$ cat src/ldc_pkg.sv
package ldc_pkg;

  ////////////////////////////////////////////////////////////////////////////
  // register offsets in configuration space
  localparam logic [7:0] ERR_CLKREQ_CTRL_OFS = 8'hc0;
  localparam logic [7:0] LINK_PWR_TIMER_OFS = 8'hc4;

  // reset values and writable masks
  localparam logic [31:0] ERR_CLKREQ_CTRL_RST = 32'h00000001;
  localparam logic [31:0] ERR_CLKREQ_CTRL_WMASK = 32'h0004cf87;
  localparam logic [31:0] LINK_PWR_TIMER_RST = 32'h00120108;
  localparam logic [31:0] LINK_PWR_TIMER_WMASK = 32'h001fffff;

  // first register field positions
  localparam int CAPT_BUSDEV_LSB = 19;
  localparam int ADVISORY_ERR_BIT = 18;
  localparam int MEM_CFG_ACCESS_BIT = 2;
  localparam int CLKREQ_FORCE_BIT = 0;

  // second register field positions
  localparam int L1_LAT_SEP_LSB = 18;
  localparam int L1_LAT_SHARED_LSB = 15;
  localparam int SEC_RESET_BLOCK_BIT = 10;
  localparam int L1_ENTRY_LSB = 6;
  localparam int STANDBY_ENTRY_LSB = 2;

  // timing: clock period and timer tick lengths
  localparam int CLK_PERIOD_PS = 10000;
  localparam int L1_TICK_PS = 512000;
  localparam int STANDBY_TICK_PS = 16000;
  localparam int L1_TICK_CYC = (L1_TICK_PS + CLK_PERIOD_PS - 1) / CLK_PERIOD_PS;
  localparam int STANDBY_TICK_CYC = (STANDBY_TICK_PS + CLK_PERIOD_PS - 1) / CLK_PERIOD_PS;

endpackage

$ cat src/ldc_timer_if.sv
`timescale 1ns/1ps
`default_nettype none

// idle request, programmed limit and expiry of one entry timer
interface ldc_timer_if;
  logic idle;
  logic [3:0] limit;
  logic expire;
  modport ctrl (output idle, output limit, input expire);
  modport timer (input idle, input limit, output expire);
endinterface

`default_nettype wire

$ cat src/ldc_entry_timer.sv
`timescale 1ns/1ps
`default_nettype none

module ldc_entry_timer #(
  parameter int TICK_CYC = 2
) (
  // clock and control
  input wire logic clk,
  input wire logic rstN,
  input wire logic ce,
  // timer carrier
  ldc_timer_if.timer tif
);

  logic [6:0] preReg, preNext;
  logic [3:0] cntReg, cntNext;
  logic expReg, expNext;

  ////////////////////////////////////////////////////////////////////////////
  // counts whole ticks while idle, expires once the tick count meets the limit
  always_comb begin
    preNext = preReg;
    cntNext = cntReg;
    expNext = 1'b0;
    if (!tif.idle) begin
      preNext = '0;
      cntNext = '0;
    end else begin
      expNext = (cntReg == tif.limit);
      if (preReg == 7'(TICK_CYC - 1)) begin
        preNext = '0;
        cntNext = (cntReg == tif.limit) ? cntReg : cntReg + 4'h1;
      end else begin
        preNext = preReg + 7'h01;
      end
    end
  end

  // state registers
  always_ff @(posedge clk) begin
    if (!rstN) begin
      preReg <= '0;
      cntReg <= '0;
      expReg <= 1'b0;
    end else if (ce) begin
      preReg <= preNext;
      cntReg <= cntNext;
      expReg <= expNext;
    end
  end

  assign tif.expire = expReg;
endmodule

`default_nettype wire

$ cat src/ldc_regs.sv
`timescale 1ns/1ps
`default_nettype none

// Behaviour
// - bit 18 clear reports advisory non-fatal errors; set means not supported.
// - read-only reserved bits of both registers always read zero.
// - bit 2 set accepts config accesses to memory-mapped registers; clear refuses.
// - bit 0 set holds the clock request output asserted; resets to one.
// - shared clock set mirrors separate-clock L1 exit latency into link capability.
// - shared clock clear mirrors shared-clock L1 exit latency into link capability.
// - bit 10 set blocks the secondary bus reset from bridge control.
// - L1 entry timer counts the bits 9:6 value in 512 ns ticks.
// - standby entry timer counts the bits 5:2 value in 62.5 MHz ticks.
// - fundamental, global or power-on reset restores every writable field.
module ldc_regs (
  // clock, reset, enable
  input wire logic clk,
  input wire logic nrst,
  input wire logic ce,
  // reset pins
  input wire logic fundResetN,
  input wire logic globalResetInputN,
  // configuration access
  input wire logic cfgRead,
  input wire logic cfgWrite,
  input wire logic [7:0] cfgAddr,
  input wire logic [3:0] cfgByteEn,
  input wire logic [31:0] cfgWrData,
  output logic cfgHit,
  output logic cfgRdValid,
  output logic [31:0] cfgRdData,
  // eeprom load
  input wire logic eeWrite,
  input wire logic [7:0] eeAddr,
  input wire logic [31:0] eeData,
  // captured bus and device number
  input wire logic [12:0] capturedBusDev,
  // link and bridge side
  input wire logic sharedClockConfigBit,
  input wire logic secondaryBusResetBit,
  input wire logic clkReqInternal,
  input wire logic memCfgReq,
  input wire logic l1Idle,
  input wire logic standbyIdle,
  output logic memCfgAccept,
  output logic advisoryErrorSelect,
  output logic clockRequestOut,
  output logic [2:0] linkCapA,
  output logic secondaryResetOut,
  output logic l1EntryExpire,
  output logic standbyEntryExpire
);

  // merges a write into a register through byte enables and writable mask
  function automatic logic [31:0] applyWrite(input logic [31:0] old, input logic [31:0] data,
                                             input logic [3:0] be, input logic [31:0] mask);
    logic [31:0] laneMask;
    laneMask = {{8{be[3]}}, {8{be[2]}}, {8{be[1]}}, {8{be[0]}}} & mask;
    return (old & ~laneMask) | (data & laneMask);
  endfunction

  ////////////////////////////////////////////////////////////////////////////
  // reset pin synchronisers
  logic [1:0] rstMetaReg, rstSyncReg;
  logic rstAllN;

  always_ff @(posedge clk) begin
    if (!nrst) begin
      rstMetaReg <= 2'h0;
      rstSyncReg <= 2'h0;
    end else if (ce) begin
      rstMetaReg <= {globalResetInputN, fundResetN};
      rstSyncReg <= rstMetaReg;
    end
  end

  // any of the three resets restores the fields
  assign rstAllN = nrst & rstSyncReg[0] & rstSyncReg[1];

  ////////////////////////////////////////////////////////////////////////////
  // register file
  logic [31:0] errCtrlReg, errCtrlNext;
  logic [31:0] pwrTimerReg, pwrTimerNext;

  // eeprom load wins over a configuration write in the same cycle
  always_comb begin
    errCtrlNext = errCtrlReg;
    pwrTimerNext = pwrTimerReg;
    if (eeWrite) begin
      if (eeAddr == ldc_pkg::ERR_CLKREQ_CTRL_OFS)
        errCtrlNext = applyWrite(errCtrlReg, eeData, 4'hf, ldc_pkg::ERR_CLKREQ_CTRL_WMASK);
      if (eeAddr == ldc_pkg::LINK_PWR_TIMER_OFS)
        pwrTimerNext = applyWrite(pwrTimerReg, eeData, 4'hf, ldc_pkg::LINK_PWR_TIMER_WMASK);
    end else if (cfgWrite) begin
      if (cfgAddr == ldc_pkg::ERR_CLKREQ_CTRL_OFS)
        errCtrlNext = applyWrite(errCtrlReg, cfgWrData, cfgByteEn, ldc_pkg::ERR_CLKREQ_CTRL_WMASK);
      if (cfgAddr == ldc_pkg::LINK_PWR_TIMER_OFS)
        pwrTimerNext = applyWrite(pwrTimerReg, cfgWrData, cfgByteEn, ldc_pkg::LINK_PWR_TIMER_WMASK);
    end
  end

  // register storage
  always_ff @(posedge clk) begin
    if (!rstAllN) begin
      errCtrlReg <= ldc_pkg::ERR_CLKREQ_CTRL_RST;
      pwrTimerReg <= ldc_pkg::LINK_PWR_TIMER_RST;
    end else if (ce) begin
      errCtrlReg <= errCtrlNext;
      pwrTimerReg <= pwrTimerNext;
    end
  end

  ////////////////////////////////////////////////////////////////////////////
  // read path
  logic [31:0] rdDataNext;
  logic rdValidNext;

  assign cfgHit = (cfgAddr == ldc_pkg::ERR_CLKREQ_CTRL_OFS) || (cfgAddr == ldc_pkg::LINK_PWR_TIMER_OFS);

  // reserved read-only bits come back as zero, unmapped reads as zero
  always_comb begin
    rdValidNext = cfgRead;
    rdDataNext = '0;
    if (cfgRead && cfgAddr == ldc_pkg::ERR_CLKREQ_CTRL_OFS) begin
      rdDataNext = errCtrlReg & ldc_pkg::ERR_CLKREQ_CTRL_WMASK;
      rdDataNext[31:ldc_pkg::CAPT_BUSDEV_LSB] = capturedBusDev;
    end else if (cfgRead && cfgAddr == ldc_pkg::LINK_PWR_TIMER_OFS) begin
      rdDataNext = pwrTimerReg & ldc_pkg::LINK_PWR_TIMER_WMASK;
    end
  end

  // read data registers
  always_ff @(posedge clk) begin
    if (!rstAllN) begin
      cfgRdValid <= 1'b0;
      cfgRdData <= '0;
    end else if (ce) begin
      cfgRdValid <= rdValidNext;
      cfgRdData <= rdDataNext;
    end
  end

  ////////////////////////////////////////////////////////////////////////////
  // control outputs driven from the fields
  logic advisoryNext, clkReqNext, secResetNext;
  logic [2:0] linkCapNext;

  always_comb begin
    advisoryNext = errCtrlReg[ldc_pkg::ADVISORY_ERR_BIT];
    clkReqNext = errCtrlReg[ldc_pkg::CLKREQ_FORCE_BIT] | clkReqInternal;
    secResetNext = secondaryBusResetBit & ~pwrTimerReg[ldc_pkg::SEC_RESET_BLOCK_BIT];
    if (sharedClockConfigBit)
      linkCapNext = pwrTimerReg[ldc_pkg::L1_LAT_SEP_LSB +: 3];
    else
      linkCapNext = pwrTimerReg[ldc_pkg::L1_LAT_SHARED_LSB +: 3];
  end

  // output registers
  always_ff @(posedge clk) begin
    if (!rstAllN) begin
      advisoryErrorSelect <= 1'b0;
      clockRequestOut <= 1'b1;
      secondaryResetOut <= 1'b0;
      linkCapA <= 3'h4;
    end else if (ce) begin
      advisoryErrorSelect <= advisoryNext;
      clockRequestOut <= clkReqNext;
      secondaryResetOut <= secResetNext;
      linkCapA <= linkCapNext;
    end
  end

  // memory-mapped configuration access gate
  assign memCfgAccept = memCfgReq & errCtrlReg[ldc_pkg::MEM_CFG_ACCESS_BIT];

  ////////////////////////////////////////////////////////////////////////////
  // entry timers
  ldc_timer_if l1If ();
  ldc_timer_if standbyIf ();

  assign l1If.idle = l1Idle;
  assign l1If.limit = pwrTimerReg[ldc_pkg::L1_ENTRY_LSB +: 4];
  assign standbyIf.idle = standbyIdle;
  assign standbyIf.limit = pwrTimerReg[ldc_pkg::STANDBY_ENTRY_LSB +: 4];
  assign l1EntryExpire = l1If.expire;
  assign standbyEntryExpire = standbyIf.expire;

  ldc_entry_timer #(.TICK_CYC(ldc_pkg::L1_TICK_CYC)) l1Timer (
    .clk(clk),
    .rstN(rstAllN),
    .ce(ce),
    .tif(l1If.timer)
  );

  ldc_entry_timer #(.TICK_CYC(ldc_pkg::STANDBY_TICK_CYC)) standbyTimer (
    .clk(clk),
    .rstN(rstAllN),
    .ce(ce),
    .tif(standbyIf.timer)
  );
endmodule

`default_nettype wire

$ cat config.mk
export PLATFORM = sky130hd
export DESIGN_NAME = ldc_regs
export DESIGN_NICKNAME = d
export VERILOG_FILES = /design/src/ldc_pkg.sv /design/src/ldc_timer_if.sv /design/src/ldc_entry_timer.sv /design/src/ldc_regs.sv
export SDC_FILE = /design/constraint.sdc
export NUM_CORES = 1
export LEC_CHECK = 0
export ABC_AREA = 1
export BUFFER_PORTS_ARGS = -buffer_cell sky130_fd_sc_hd__buf_2
export CAP_MARGIN = 5
export CORE_MARGIN = 2
export CORE_UTILIZATION = 52
export CTS_BUF_LIST = sky130_fd_sc_hd__clkbuf_4 sky130_fd_sc_hd__clkbuf_8
export DETAILED_ROUTE_END_ITERATION = 16
export GPL_TIMING_DRIVEN = 0
export PLACE_DENSITY = 0.8
export SLEW_MARGIN = 20
export SYNTH_ARGS = -nofsm -noshare
export SYNTH_HDL_FRONTEND = slang
export SYNTH_SLANG_ARGS = --single-unit
$ cat constraint.sdc
create_clock -name clk -period 3.2 [get_ports clk]
set_input_delay 0 -clock clk [delete_from_list [all_inputs] [get_ports clk]]
set_output_delay 0 -clock clk [all_outputs]
set_load 0.01 [all_outputs]
---- Yosys cells after proc, flatten, opt, wreduce, memory -nomap -nowiden ----
Index checks and enable logic that the tools add are counted.
storage, ports and cells
  bits in writable memories ............... 0
  bits in latches ......................... 0
  memory bits (read-only) ................. 0
  bits of input ports ..................... 111
  memories kept ........................... 0
  flip-flop bits (word level) ............. 131
  output and inout port bits .............. 43
operators by class
  mux-type cells .......................... 23
  divide/modulo/power cells ............... 0
  bitwise logic cells ..................... 16
  shifts and indexed selects .............. 0
  reductions and logical operators ........ 10
  multiply operators ...................... 0
  add/subtract/negate cells ............... 4
  equal/unequal tests ..................... 14
  order comparisons ....................... 0
operator list
  operator                                               count
  two-way mux 32 bit                                     9
  bitwise AND 32 bit                                     2
  OR 32 bit                                              2
  bitwise AND 32 x 19 -> 32 bit                          1
  bitwise AND 32 x 21 -> 32 bit                          1
  == test 8 bit, second input constant                   4
  NOT 19 -> 32 bit                                       1
  NOT 21 -> 32 bit                                       1
  OR 32 x 19 -> 32 bit                                   1
  OR 32 x 21 -> 32 bit                                   1
  two-way mux 7 bit                                      4
  two-way mux 4 bit                                      6
  two-way mux 21 bit                                     1
  adder 7 x 1 -> 7 bit, second input constant            2
  adder 4 x 1 -> 4 bit, second input constant            2
  == test 4 bit                                          2
  inequality test 2 x 1 -> 1 bit, second input constant  4
  AND reduction 4 bit                                    2
  == test 7 x 1 -> 1 bit, second input constant          1
  == test 7 x 6 -> 1 bit, second input constant          1
  AND reduction 3 bit                                    2
  nonzero test 2 bit                                     3
  bitwise AND 1 bit                                      4
  inequality test 2 bit, second input constant           2
  other kinds (6)                                        8

---- Depth between registers and ports, before layout ----
Gate-level depths: netlist of the first run.
  depth after elaboration ................. 6
  mapped depth ............................ 11
  depth with buffers taken out ............ 10

---- Hierarchy ----
A second synthesis of the first run with hierarchy kept.
second synthesis, totals
  cells, all modules ...................... 721
  area, all modules ....................... 4971.0 sq um
modules (own cells, without submodules)
  module                          instances  cells an instance  area an instance (sq um)  seq. area each (sq um)
  ldc_regs                        1          530                3644.7                    1501.4
  ldc_entry_timer (standbyTimer)  1          96                 690.7                     240.2
  ldc_entry_timer (l1Timer)       1          95                 635.6                     240.2

---- Least setup slack after synthesis of the first run ----
Ideal clock, no wire load.
  path kind ............................... flip-flop to flip-flop
  start ................................... register l1Timer.preReg[0]
  end ..................................... register l1Timer.cntReg[3]
  path buffers ............................ 0
  cell stages (with the launch flop) ...... 7
  slack ................................... 1888 ps
  arrival time ............................ 1180 ps
  path through ............................ dfxtp_1 -> ha_1 -> nand4_1 -> a21oi_1 -> nand2_1 -> nand2_1 -> a21oi_1
between the ends
  longest elaborated chain between the ends .. 3
RTL lines
  item                                             line                   source
  start, declared                                  ldc_entry_timer.sv:15  logic [6:0] preReg, preNext;
  start signal, assigned                           ldc_entry_timer.sv:46  preReg <= preNext;
  == test 7 x 6 -> 1 bit                           ldc_entry_timer.sv:30  if (preReg == 7'(TICK_CYC - 1)) begin
  inequality test 2 x 1 -> 1 bit (no source line)  --
  AND reduction 3 bit (no source line)             --
  end signal, assigned                             ldc_entry_timer.sv:47  cntReg <= cntNext;
  end, declared                                    ldc_entry_timer.sv:16  logic [3:0] cntReg, cntNext;
Every way passes these cells.
A chain may end at the register's enable or synchronous reset.

---- Worst setup path after layout of the first run ----
  start ................................... register l1Timer.preReg[0]
  end ..................................... register l1Timer.cntReg[2]
Same word-level chain as after synthesis.

==> summary.md, run 1 <==
| Metric | Value |
|---|---|
| Outcome | `complete, no violations` |
| Per-instance average area after synthesis | `6.89 um2` |
| Overflow left after global routing | `0` |
| Finished layout cell area | `slightly above 6000 um2` |
| Clock insertion delay at the later pin of the skew report | `0.36 ns` |
| Worst clock skew on the final layout | `0.0115 ns` |
| Half-perimeter wire length after detailed placement | `10500 um` |
| Number of register bits inferred by synthesis | `99` |
| Area delta synth->final | `25.6%` |
| Total placed instance area | `5640 um2` |
| Crit path kind | `reg -> reg` |
| CP Max Fanout | `6` |
| Number of CTS-inserted buffers | `9` |
| Number of synthesis warnings | `0` |
| Upper clock frequency limit | `~0.63 GHz` |
| Setup crit end kind | `flop` |
| Top post-synthesis cells by area | `dfxtp_1 (41%), nand2_1 (13%), nor2_1 (9.6%), inv_1 (6.3%), nand4_1 (4.8%)` |
| Die Outline Area | `10100 um2` |
| Global-route wire length before repair | `roughly 22000 um` |
| IO Pins | `154` |
| Commonest non-fill, non-tap cell in the layout | `nand2_1` |
| Placement row count | `35` |
| Unrepaired setup endpoints after global routing | `false` |
| Number of nets in the final layout | `about 980` |
| CTS tree | `yes` |
| FF/Latch Area | `just under 2000 um2` |
| Inserted Diodes | `0` |
| Commonest non-fill, non-tap cells in the layout | `nand2_1 (172), buf_2 (150), nor2_1 (124)` |
| Min Hold Slack | `0.0157 ns` |
| PwrDens | `390 nW/um2` |
| Fill count | `809` |
| Syn_nets | `819` |
| DRC violation total after the first TritonRoute iteration | `276` |
| Total area of multi-input combinational cells | `approximately 2400 um2` |
| Final Util | `0.665` |
| Starting utilization of the core area | `0.530` |
| Netlist Area Pre-Place | `4850 um2` |
| Standard cell core area | `9150 um2` |
| Largest stage delay on the critical path | `0.39 ns` |
| Final critical-path required period | `roughly 1.6 ns` |
| Routed WL per cell | `around 14 um` |
| Seq/Total Area, Yosys | `0.409` |
| Worst Hold Class | `in -> reg` |
| Drt first pass iters | `4` |
| Share of layout cells above drive strength 1 | `0.220` |
| Total buffers and inverters traversed by the critical path | `0` |
| Share of the synthesized area in the top cell type | `0.409` |
| Vias per std cell | `~5.3` |
| Crit path required time | `3.43 ns` |
| Port bufs | `130` |
| Fin. Hold Viols | `0` |
| Max_cap viols | `0` |
| Die Ht | `around 100 um` |
| Vias after detailed routing | `5199` |
| Buffer levels on the longest clock path | `2` |
| Cell Chain, Critical Path | `ha_1 > nand4_1 > a21oi_1 > nand2_1 > nand2_1 > a21oi_1` |
| Post-layout worst setup margin | `1.63 ns` |
| Count of final setup violators | `0` |
| Via count of the first global-routing pass | `4849` |
| Biggest area consumer among synthesized cells | `dfxtp_1` |
| Data arrival time of the critical path | `1.81 ns` |
| Count of cell types in the netlist | `33` |
| Final slew viol count | `0` |
| Relative max-transition margin | `0.630` |
| Clock-pin slew of the registers on the worst-case setup and hold paths | `0.10 ns` |
| Leakage component of the power | `~2.7 nW` |
| Total number of H-tree levels | `3` |
| Post-synthesis cell count | `703` |
| Share of the cycle needed by the critical path after routing | `0.492` |
| Cell with the largest stage delay on the worst path | `a21oi_1` |
| Final GP Congestion | `0.963` |
| Final antenna-violating net count | `0` |
| Cells after DPL | `944` |
| Remaining routing DRC violations | `0` |
| Combined global-route utilization of all metal layers | `0.279` |
| Largest net degree at the start of global routing | `17` |
| Chip width | `101 um` |
| Clk sink count | `99` |
| Final TNS setup | `0 ns` |
| Worst slew pin tran | `0.554 ns` |
| Total power after layout | `2.37 mW` |
| Non-filler instance count after layout | `983` |
| Post-CTS Setup Bufs | `0` |
| Cell family with the largest share of critical-path delay | `compound AO/OA/AOI/OAI gates` |
| Startpoint type of the worst setup path | `flop` |
| Final wirelength | `14000 um` |
| Post-place setup slack | `around 1.6 ns` |
| Antenna violations before repair | `0` |
| IR Drop Worst-Case VDD | `189 uV` |
| CTS Root Buffer Type | `clkbuf_8` |
cell type report:
cell class,instances,area share
Clock inverter,6,0.0146
Tap cell,111,0.0228
Timing Repair Buffer,153,0.145
Inverter,86,0.0530
Buffer,31,0.0282
Clock buffer,10,0.0216
Multi-Input combinational cell,487,0.390
Sequential cell,99,0.326
path summary, 6_finish.rpt:
check	cells past startpoint	from	slack, ns	to
max	6	l1Timer.preReg[0]	1.63	l1Timer.cntReg[2]
max reg2reg	6	l1Timer.preReg[0]	1.63	l1Timer.cntReg[2]
min	5	cfgWrData[13]	0.02	flop
min reg2reg	2	flop	0.47	cfgRdData[12]
metal layers:
| metal | vias up | wire length (um) | GRT usage |
|---|---|---|---|
| li1 | 2584 | - | - |
| met1 | 2361 | 5660 | 0.334 |
| met2 | 211 | 6900 | 0.485 |
| met3 | 43 | 856 | 0.0381 |
| met4 | 0 | 589 | 0.148 |
| met5 | - | 0 | 0 |
timing repair:
action,in CTS,in global routing
endpoints found under the hold margin,22,0
hold buffers,23,0
gates resized for setup,0,0
power breakdown:
| part | total (mW) | switching [mW] | leakage, nW | internal, mW |
|---|---|---|---|---|
| Clock | 0.896 | 0.445 | 0.106 | 0.451 |
| Sequential | 1.24 | 0.00260 | 0.798 | 1.24 |
| Combinational | 0.239 | 0.137 | 1.84 | 0.103 |
| Total | 2.37 | 0.584 | 2.74 | 1.79 |
worst min-delay path: cells and delay by family:
family,cells,cell delay (ns)
compound gates,1,0.06
buf+inv,1,0.08
simple gates,3,0.21
logic make-up after synthesis:
group	count (synthesis)	share of synthesized area
XOR/XNOR	12	0.0217
flip-flops	99	0.409
buffers and inverters	117	0.102
AO/OA/AOI/OAI	93	0.114
AND/OR/NAND/NOR	377	0.340
adder cells (fa/ha/maj)	5	0.0129
cell usage after synthesis (all sizes together):
library cell	number
o21a	1
clkbuf	5
nand2	173
ha	5
xor2	5
a22oi	18
o211ai	11
clkinv	1
nand3	28
o21ai	20
inv	85
a22o	3
dfxtp	99
a21oi	39
nand4	38
and2	1
buf	26
a211oi	1
xnor2	7
nor3b	4
nor2	132
or2	1
(Power assumes the default switching activity.)
==> inputs of run 2 (changes only) <==
--- a/config.mk
+++ b/config.mk
@@ -9,11 +9,11 @@
 export BUFFER_PORTS_ARGS = -buffer_cell sky130_fd_sc_hd__buf_2
 export CAP_MARGIN = 5
 export CORE_MARGIN = 2
-export CORE_UTILIZATION = 52
+export CORE_UTILIZATION = 48
 export CTS_BUF_LIST = sky130_fd_sc_hd__clkbuf_4 sky130_fd_sc_hd__clkbuf_8
 export DETAILED_ROUTE_END_ITERATION = 16
 export GPL_TIMING_DRIVEN = 0
-export PLACE_DENSITY = 0.8
+export PLACE_DENSITY = 0.78
 export SLEW_MARGIN = 20
 export SYNTH_ARGS = -nofsm -noshare
 export SYNTH_HDL_FRONTEND = slang
==> constraint.sdc (replaced) <==
create_clock -name clk -period 1.3 [get_ports clk]
set_input_delay 0 -clock clk [delete_from_list [all_inputs] [get_ports clk]]
set_output_delay 0 -clock clk [all_outputs]
set_load 0.01 [all_outputs]
==> run 2 against run 1 <==
Against the previous run: the flow now finishes with violations (setup timing); combinational power rose to 2.6 times the previous value; global-route usage fell by 2.1 points; via count fell by 0.75%; largest cell class unchanged; routed wire length rose by 0.51%; first-iteration DRC count rose by 7.6%; die area rose by 8.0%; final cell count rose by 3.2%; clock skew rose by 0.00075 ns; non-clock buffer count rose by 9; setup slack got worse by 1.6 ns.
==> summary.md, run 2 (same netlist as run 1, synthesis figures left out) <==
| Metric | Value |
|---|---|
| Outcome | `finished, violations left` |
| Violated checks | `setup timing` |
| Switching share of power | `0.269` |
| Net switching power of the design | `1.51 mW` |
| Worst slew pin tran | `0.534 ns` |
| Final wirelength | `14100 um` |
| Die Ht | `around 100 um` |
| Chip width | `104 um` |
| Commonest non-fill, non-tap cells in the layout | `nand2_1 (166), buf_2 (142), nor2_1 (121)` |
| Crit-path most repeated cell | `nand2_2` |
| Routed WL per cell | `13.9 um` |
| Starting utilization of the core area | `0.496` |
| Share of the cycle needed by the critical path after routing | `1.00` |
| Antenna violations before repair | `0` |
| Via count of the first global-routing pass | `4714` |
| Largest net degree at the start of global routing | `19` |
| Worst Hold Class | `in -> reg` |
| Port bufs | `130` |
| Clock network fraction of design power | `0.348` |
| Share of layout cells above drive strength 1 | `0.267` |
| Vias after detailed routing | `5160` |
| CTS Root Buffer Type | `clkbuf_8` |
| IR Drop Worst-Case VDD | `686 uV` |
| Clk sink count | `99` |
| Post-layout worst setup margin | `-0.00341 ns` |
| Global-route wire length before repair | `22700 um` |
| Number of nets in the final layout | `992` |
| Cell with the largest stage delay on the worst path | `dfxtp_2` |
| Standard cell core area | `9770 um2` |
| Cells after DPL | `966` |
| Final slew viol count | `0` |
| Final critical-path required period | `1.30 ns` |
| Largest stage delay on the critical path | `0.37 ns` |
| Non-filler instance count after layout | `1014` |
| Worst clock skew on the final layout | `0.0123 ns` |
| Combinational cell fraction of total power | `0.109` |
| CP Max Fanout | `6` |
| Relative max-transition margin | `0.644` |
| Clock-pin slew of the registers on the worst-case setup and hold paths | `0.11 ns` |
| Upper clock frequency limit | `0.767 GHz` |
| Fin. Hold Viols | `0` |
| CTS tree | `yes` |
| Inserted Diodes | `0` |
| Number of CTS-inserted buffers | `9` |
| DRC violation total after the first TritonRoute iteration | `297` |
| Final antenna-violating net count | `0` |
| Unrepaired setup endpoints after global routing | `true` |
| Vias per std cell | `5.09` |
| Count of final setup violators | `2` |
| Commonest non-fill, non-tap cell in the layout | `nand2_1` |
| Crit path required time | `roughly 1.6 ns` |
| Data arrival time of the critical path | `1.56 ns` |
| Buffer levels on the longest clock path | `2` |
| Area delta synth->final | `30.4%` |
| Sequential fraction of design power | `0.543` |
| Register-to-register setup slack | `-0.003 ns` |
| PwrDens | `about 900 nW/um2` |
| Remaining routing DRC violations | `0` |
| Overflow left after global routing | `0` |
| Max_cap viols | `0` |
| Die Outline Area | `10900 um2` |
| Placement row count | `36` |
| Cell Chain, Critical Path | `ha_4 > nand4_1 > a21oi_4 > nand2_2 > nand2_2 > a21oi_2` |
| Min Hold Slack | `about 0.010 ns` |
| Leakage component of the power | `2.80 nW` |
| Setup crit end kind | `flop` |
| Drt first pass iters | `5` |
| Internal power component | `4.10 mW` |
| Total number of H-tree levels | `3` |
| Final GP Congestion | `0.884` |
| IO Pins | `154` |
| Post-place setup slack | `-0.216 ns` |
| Clock insertion delay at the later pin of the skew report | `0.37 ns` |
| Startpoint type of the worst setup path | `flop` |
| Half-perimeter wire length after detailed placement | `10100 um` |
| Crit path kind | `reg -> reg` |
| Combined global-route utilization of all metal layers | `0.258` |
[run 2: worst paths after layout]
kind,start,end,cells after the start
setup / recovery,l1Timer.preReg[0],l1Timer.cntReg[2],6
hold / removal,eeData[0],flop,5
setup reg to reg,l1Timer.preReg[0],l1Timer.cntReg[2],6
hold reg to reg,flop,cfgRdData[12],2
[run 2: area by class of cell]
cell class	count	area, um2
Timing Repair Buffer	162	953
Inverter	86	328
Clock buffer	10	138
Sequential cell	99	2000
Multi-Input combinational cell	487	2480
Clock inverter	6	56.3
Tap cell	133	166
Fill cell	892	3450
Buffer	31	198
[run 2: power by group through the flow]
stage                     Sequential, mW  Combinational [mW]  Clock [mW]
final                               3.05               0.614        1.95
after global routing                3.05               0.672        2.11
after CTS                           3.05               0.587        1.98
after detailed placement            3.12               0.521           0
after global placement              3.12               0.518           0
after floorplan                     3.12               0.278           0
[run 2: routing by layer]
| metal | GRT usage | vias to the layer above | wire, um | part of all wire |
|---|---|---|---|---|
| met5 | 0 | - | 0 | 0 |
| met2 | 0.464 | 184 | 7150 | 0.51 |
| li1 | - | 2603 | - | - |
| met3 | 0.0351 | 22 | 878 | 0.062 |
| met1 | 0.320 | 2351 | 5850 | 0.42 |
| met4 | 0.0743 | 0 | 201 | 0.014 |
[run 2: timing repair]
| item | 4_1_cts | 5_1_grt |
|---|---|---|
| setup buffers | 3 | 4 |
| pin swaps | 3 | 9 |
| endpoints found under the hold margin | 25 | 0 |
| hold buffers | 25 | 0 |
| gates resized for setup | 14 | 42 |
| endpoints found under the setup margin | 63 | 40 |
[run 2: per-stage QoR]
stage                     power [mW]  utilization  setup TNS (ns)  cell area [um2]
final                           5.62        0.647        -0.00466             6320
after global routing            5.84        0.647          -0.530             6320
after CTS                       5.62        0.632               0             6180
after detailed placement        3.64        0.580           -5.81             5670
after global placement          3.64        0.580           -4.33             5670
after floorplan                 3.40            -               0             4850
[run 2: critical path, delay by kind of cell, from the launching register on]
kind / cells / cell delay (ns)
AO/OA/AOI/OAI: 2 / 0.30
AND/OR/NAND/NOR: 3 / 0.37
adder cells (fa/ha/maj): 1 / 0.14
flip-flops: 1 / 0.37
==> inputs of run 3 (changes only) <==
--- a/config.mk
+++ b/config.mk
@@ -9,11 +9,11 @@
 export BUFFER_PORTS_ARGS = -buffer_cell sky130_fd_sc_hd__buf_2
 export CAP_MARGIN = 5
 export CORE_MARGIN = 2
-export CORE_UTILIZATION = 48
+export CORE_UTILIZATION = 52
 export CTS_BUF_LIST = sky130_fd_sc_hd__clkbuf_4 sky130_fd_sc_hd__clkbuf_8
 export DETAILED_ROUTE_END_ITERATION = 16
 export GPL_TIMING_DRIVEN = 0
-export PLACE_DENSITY = 0.78
+export PLACE_DENSITY = 0.8
 export SLEW_MARGIN = 20
 export SYNTH_ARGS = -nofsm -noshare
 export SYNTH_HDL_FRONTEND = slang
==> constraint.sdc (replaced) <==
create_clock -name clk -period 1.2 [get_ports clk]
set_input_delay 0 -clock clk [delete_from_list [all_inputs] [get_ports clk]]
set_output_delay 0 -clock clk [all_outputs]
set_load 0.01 [all_outputs]
==> run 3 against run 2 <==
Against the previous run: the flow still finishes with violations (setup timing); fmax rose by 0.30%; final cell count decreased by 1.9%; critical path depth grew 1; via count is 2.8% higher; flip-flop and latch count stayed put; largest power group unchanged.
==> summary.md, run 3 (same netlist as run 1, synthesis figures left out) <==
| Metric | Value |
|---|---|
| Outcome | `finished, violations left` |
| Violated checks | `setup timing` |
| Startpoint type of the worst setup path | `flop` |
| Total area of multi-input combinational cells | `~2600 um2` |
| Upper clock frequency limit | `0.770 GHz` |
| Worst Hold Class | `in -> reg` |
| Total placed instance area | `5650 um2` |
| Largest stage delay on the critical path | `0.36 ns` |
| Worst clock skew on the final layout | `0.0139 ns` |
| Antenna violations before repair | `0` |
| IO Pins | `about 150` |
| Number of nets in the final layout | `996` |
| Finished layout cell area | `6460 um2` |
| Fin. Hold Viols | `0` |
| Standard cell core area | `9150 um2` |
| Global-route wire length before repair | `23100 um` |
| PwrDens | `1010 nW/um2` |
| Commonest non-fill, non-tap cell in the layout | `nand2_1` |
| Total number of H-tree levels | `3` |
| Cell family with the largest share of critical-path delay | `flip-flops` |
| Starting utilization of the core area | `0.530` |
| Cells after DPL | `around 940` |
| Die Ht | `101 um` |
| CP Max Fanout | `4` |
| Max_cap viols | `0` |
| Unrepaired setup endpoints after global routing | `true` |
| Cell Chain, Critical Path | `ha_4 > nand4_1 > a21oi_2 > buf_4 > nand3_2 > nand2_1 > nor2_1` |
| Final critical-path required period | `1.30 ns` |
| Final wirelength | `15100 um` |
| Crit path kind | `reg -> reg` |
| IR Drop Worst-Case VDD | `around 680 uV` |
| Combined global-route utilization of all metal layers | `0.294` |
| Share of the cycle needed by the critical path after routing | `1.08` |
| CTS Root Buffer Type | `clkbuf_8` |
| Clock insertion delay at the later pin of the skew report | `0.38 ns` |
| Setup crit end kind | `flop` |
| Number of CTS-inserted buffers | `9` |
| Half-perimeter wire length after detailed placement | `10600 um` |
| Drt first pass iters | `5` |
| Remaining routing DRC violations | `0` |
| FF/Latch Area | `2010 um2` |
| Leakage component of the power | `approximately 2.9 nW` |
| Relative max-transition margin | `0.656` |
| Largest net degree at the start of global routing | `16` |
| Worst setup path startpoint | `l1Timer.preReg[0]` |
| Total buffers and inverters traversed by the critical path | `1` |
| Hold path startpoint | `eeData[16]` |
| Final GP Congestion | `0.941` |
| Share of layout cells above drive strength 1 | `0.313` |
| Port bufs | `130` |
| Count of final setup violators | `11` |
| Data arrival time of the critical path | `1.57 ns` |
| Inserted Diodes | `0` |
| Via count of the first global-routing pass | `slightly above 5k` |
| DRC violation total after the first TritonRoute iteration | `263` |
| Post-layout worst setup margin | `-0.0995 ns` |
| Worst slew pin tran | `0.515 ns` |
| Final Util | `0.706` |
| CTS tree | `yes` |
| Worst R2R Start | `l1Timer.preReg[0]` |
| Fill count | `743` |
| Crit path required time | `around 1.5 ns` |
| Cell with the largest stage delay on the worst path | `dfxtp_2` |
| Die Outline Area | `slightly above 10000 um2` |
| Buffer levels on the longest clock path | `2` |
| Area delta synth->final | `33.3%` |
| Final antenna-violating net count | `0` |
| Placement row count | `35` |
| Vias per std cell | `roughly 5.3` |
| Chip width | `101 um` |
| Reg2Reg Depth | `7` |
| Clk sink count | `99` |
| Clock-pin slew of the registers on the worst-case setup and hold paths | `about 0.09 ns` |
| Endpoint of the lowest-slack register-to-register path | `l1Timer.cntReg[1]` |
| Final slew viol count | `0` |
| Number of stages on the worst hold path | `5` |
| Non-filler instance count after layout | `995` |
| Overflow left after global routing | `0` |
| Routed WL per cell | `15.1 um` |
| Vias after detailed routing | `5304` |
| Commonest non-fill, non-tap cells in the layout | `nand2_1 (162), buf_2 (147), nor2_1 (109)` |
| Register-to-register setup slack | `-0.1 ns` |
==> run 3: cell count changes in the layout (fill, tap and decap cells not counted), sizes merged <==
cell / delta
buf: +12
bufinv: +3
clkbuf: -8
inv: -4
==> run 3: stage by stage <==
step	power, mW	TNS (ns)	hold slack, ns	worst slack [ns]
after detailed placement	3.95	-13.00	0.243	-0.333
after global routing	6.72	-2.43	0.0354	-0.263
after global placement	3.93	-9.39	0.224	-0.271
final	6.54	-0.593	0.0137	-0.0995
after floorplan	3.68	0	0.0960	0.00667
after CTS	6.51	-0.328	0.00677	-0.0517
==> run 3: repair_timing <==
action | in CTS | in global routing
resized for setup | 32 | 63
pin swaps | 7 | 11
gates cloned | 0 | 0
setup endpoints to repair | 94 | 69
buffers inserted | 7 | 4
endpoints found under the hold margin | 25 | 0
hold buffers | 25 | 0
==> run 3: layer usage <==
layer  track usage  up-vias  wire [um]
li1              -     2608          -
met1         0.350     2411       5950
met2         0.505      244       7540
met3        0.0416       41       1030
met4         0.168        0        552
met5             0        -          0
==> run 3: layout make-up <==
cell class / instances / area share
inverters: 86 / 0.0515
well taps: 111 / 0.0215
clock inverters: 5 / 0.0159
multi-input cells: 487 / 0.398
flip-flops and latches: 99 / 0.310
plain buffers: 31 / 0.0290
clock buffers: 10 / 0.0203
repair buffers: 166 / 0.153
==> run 3: worst max path at each step <==
stage,cells after the start,slack [ns],end
after detailed placement,5,-0.33,flop
after floorplan,6,0.007,l1Timer.cntReg[2]
final,7,-0.1,l1Timer.cntReg[1]
after CTS,7,-0.05,l1Timer.cntReg[1]
after global routing,8,-0.26,standbyTimer.cntReg[2]
after global placement,5,-0.27,flop
==> run 3: where the power goes <==
group / switching (mW) / total (mW) / internal, mW
sequential: 0.00957 / 3.30 / 3.29
combinational: 0.386 / 0.674 / 0.288
clock: 1.17 / 2.56 / 1.39
total: 1.56 / 6.54 / 4.98
==> run 3: tightest hold or removal path, delay by kind of cell <==
kind,cells,cell delay [ns]
AO/OA/AOI/OAI,1,0.07
buffers and inverters,1,0.08
AND/OR/NAND/NOR,3,0.21
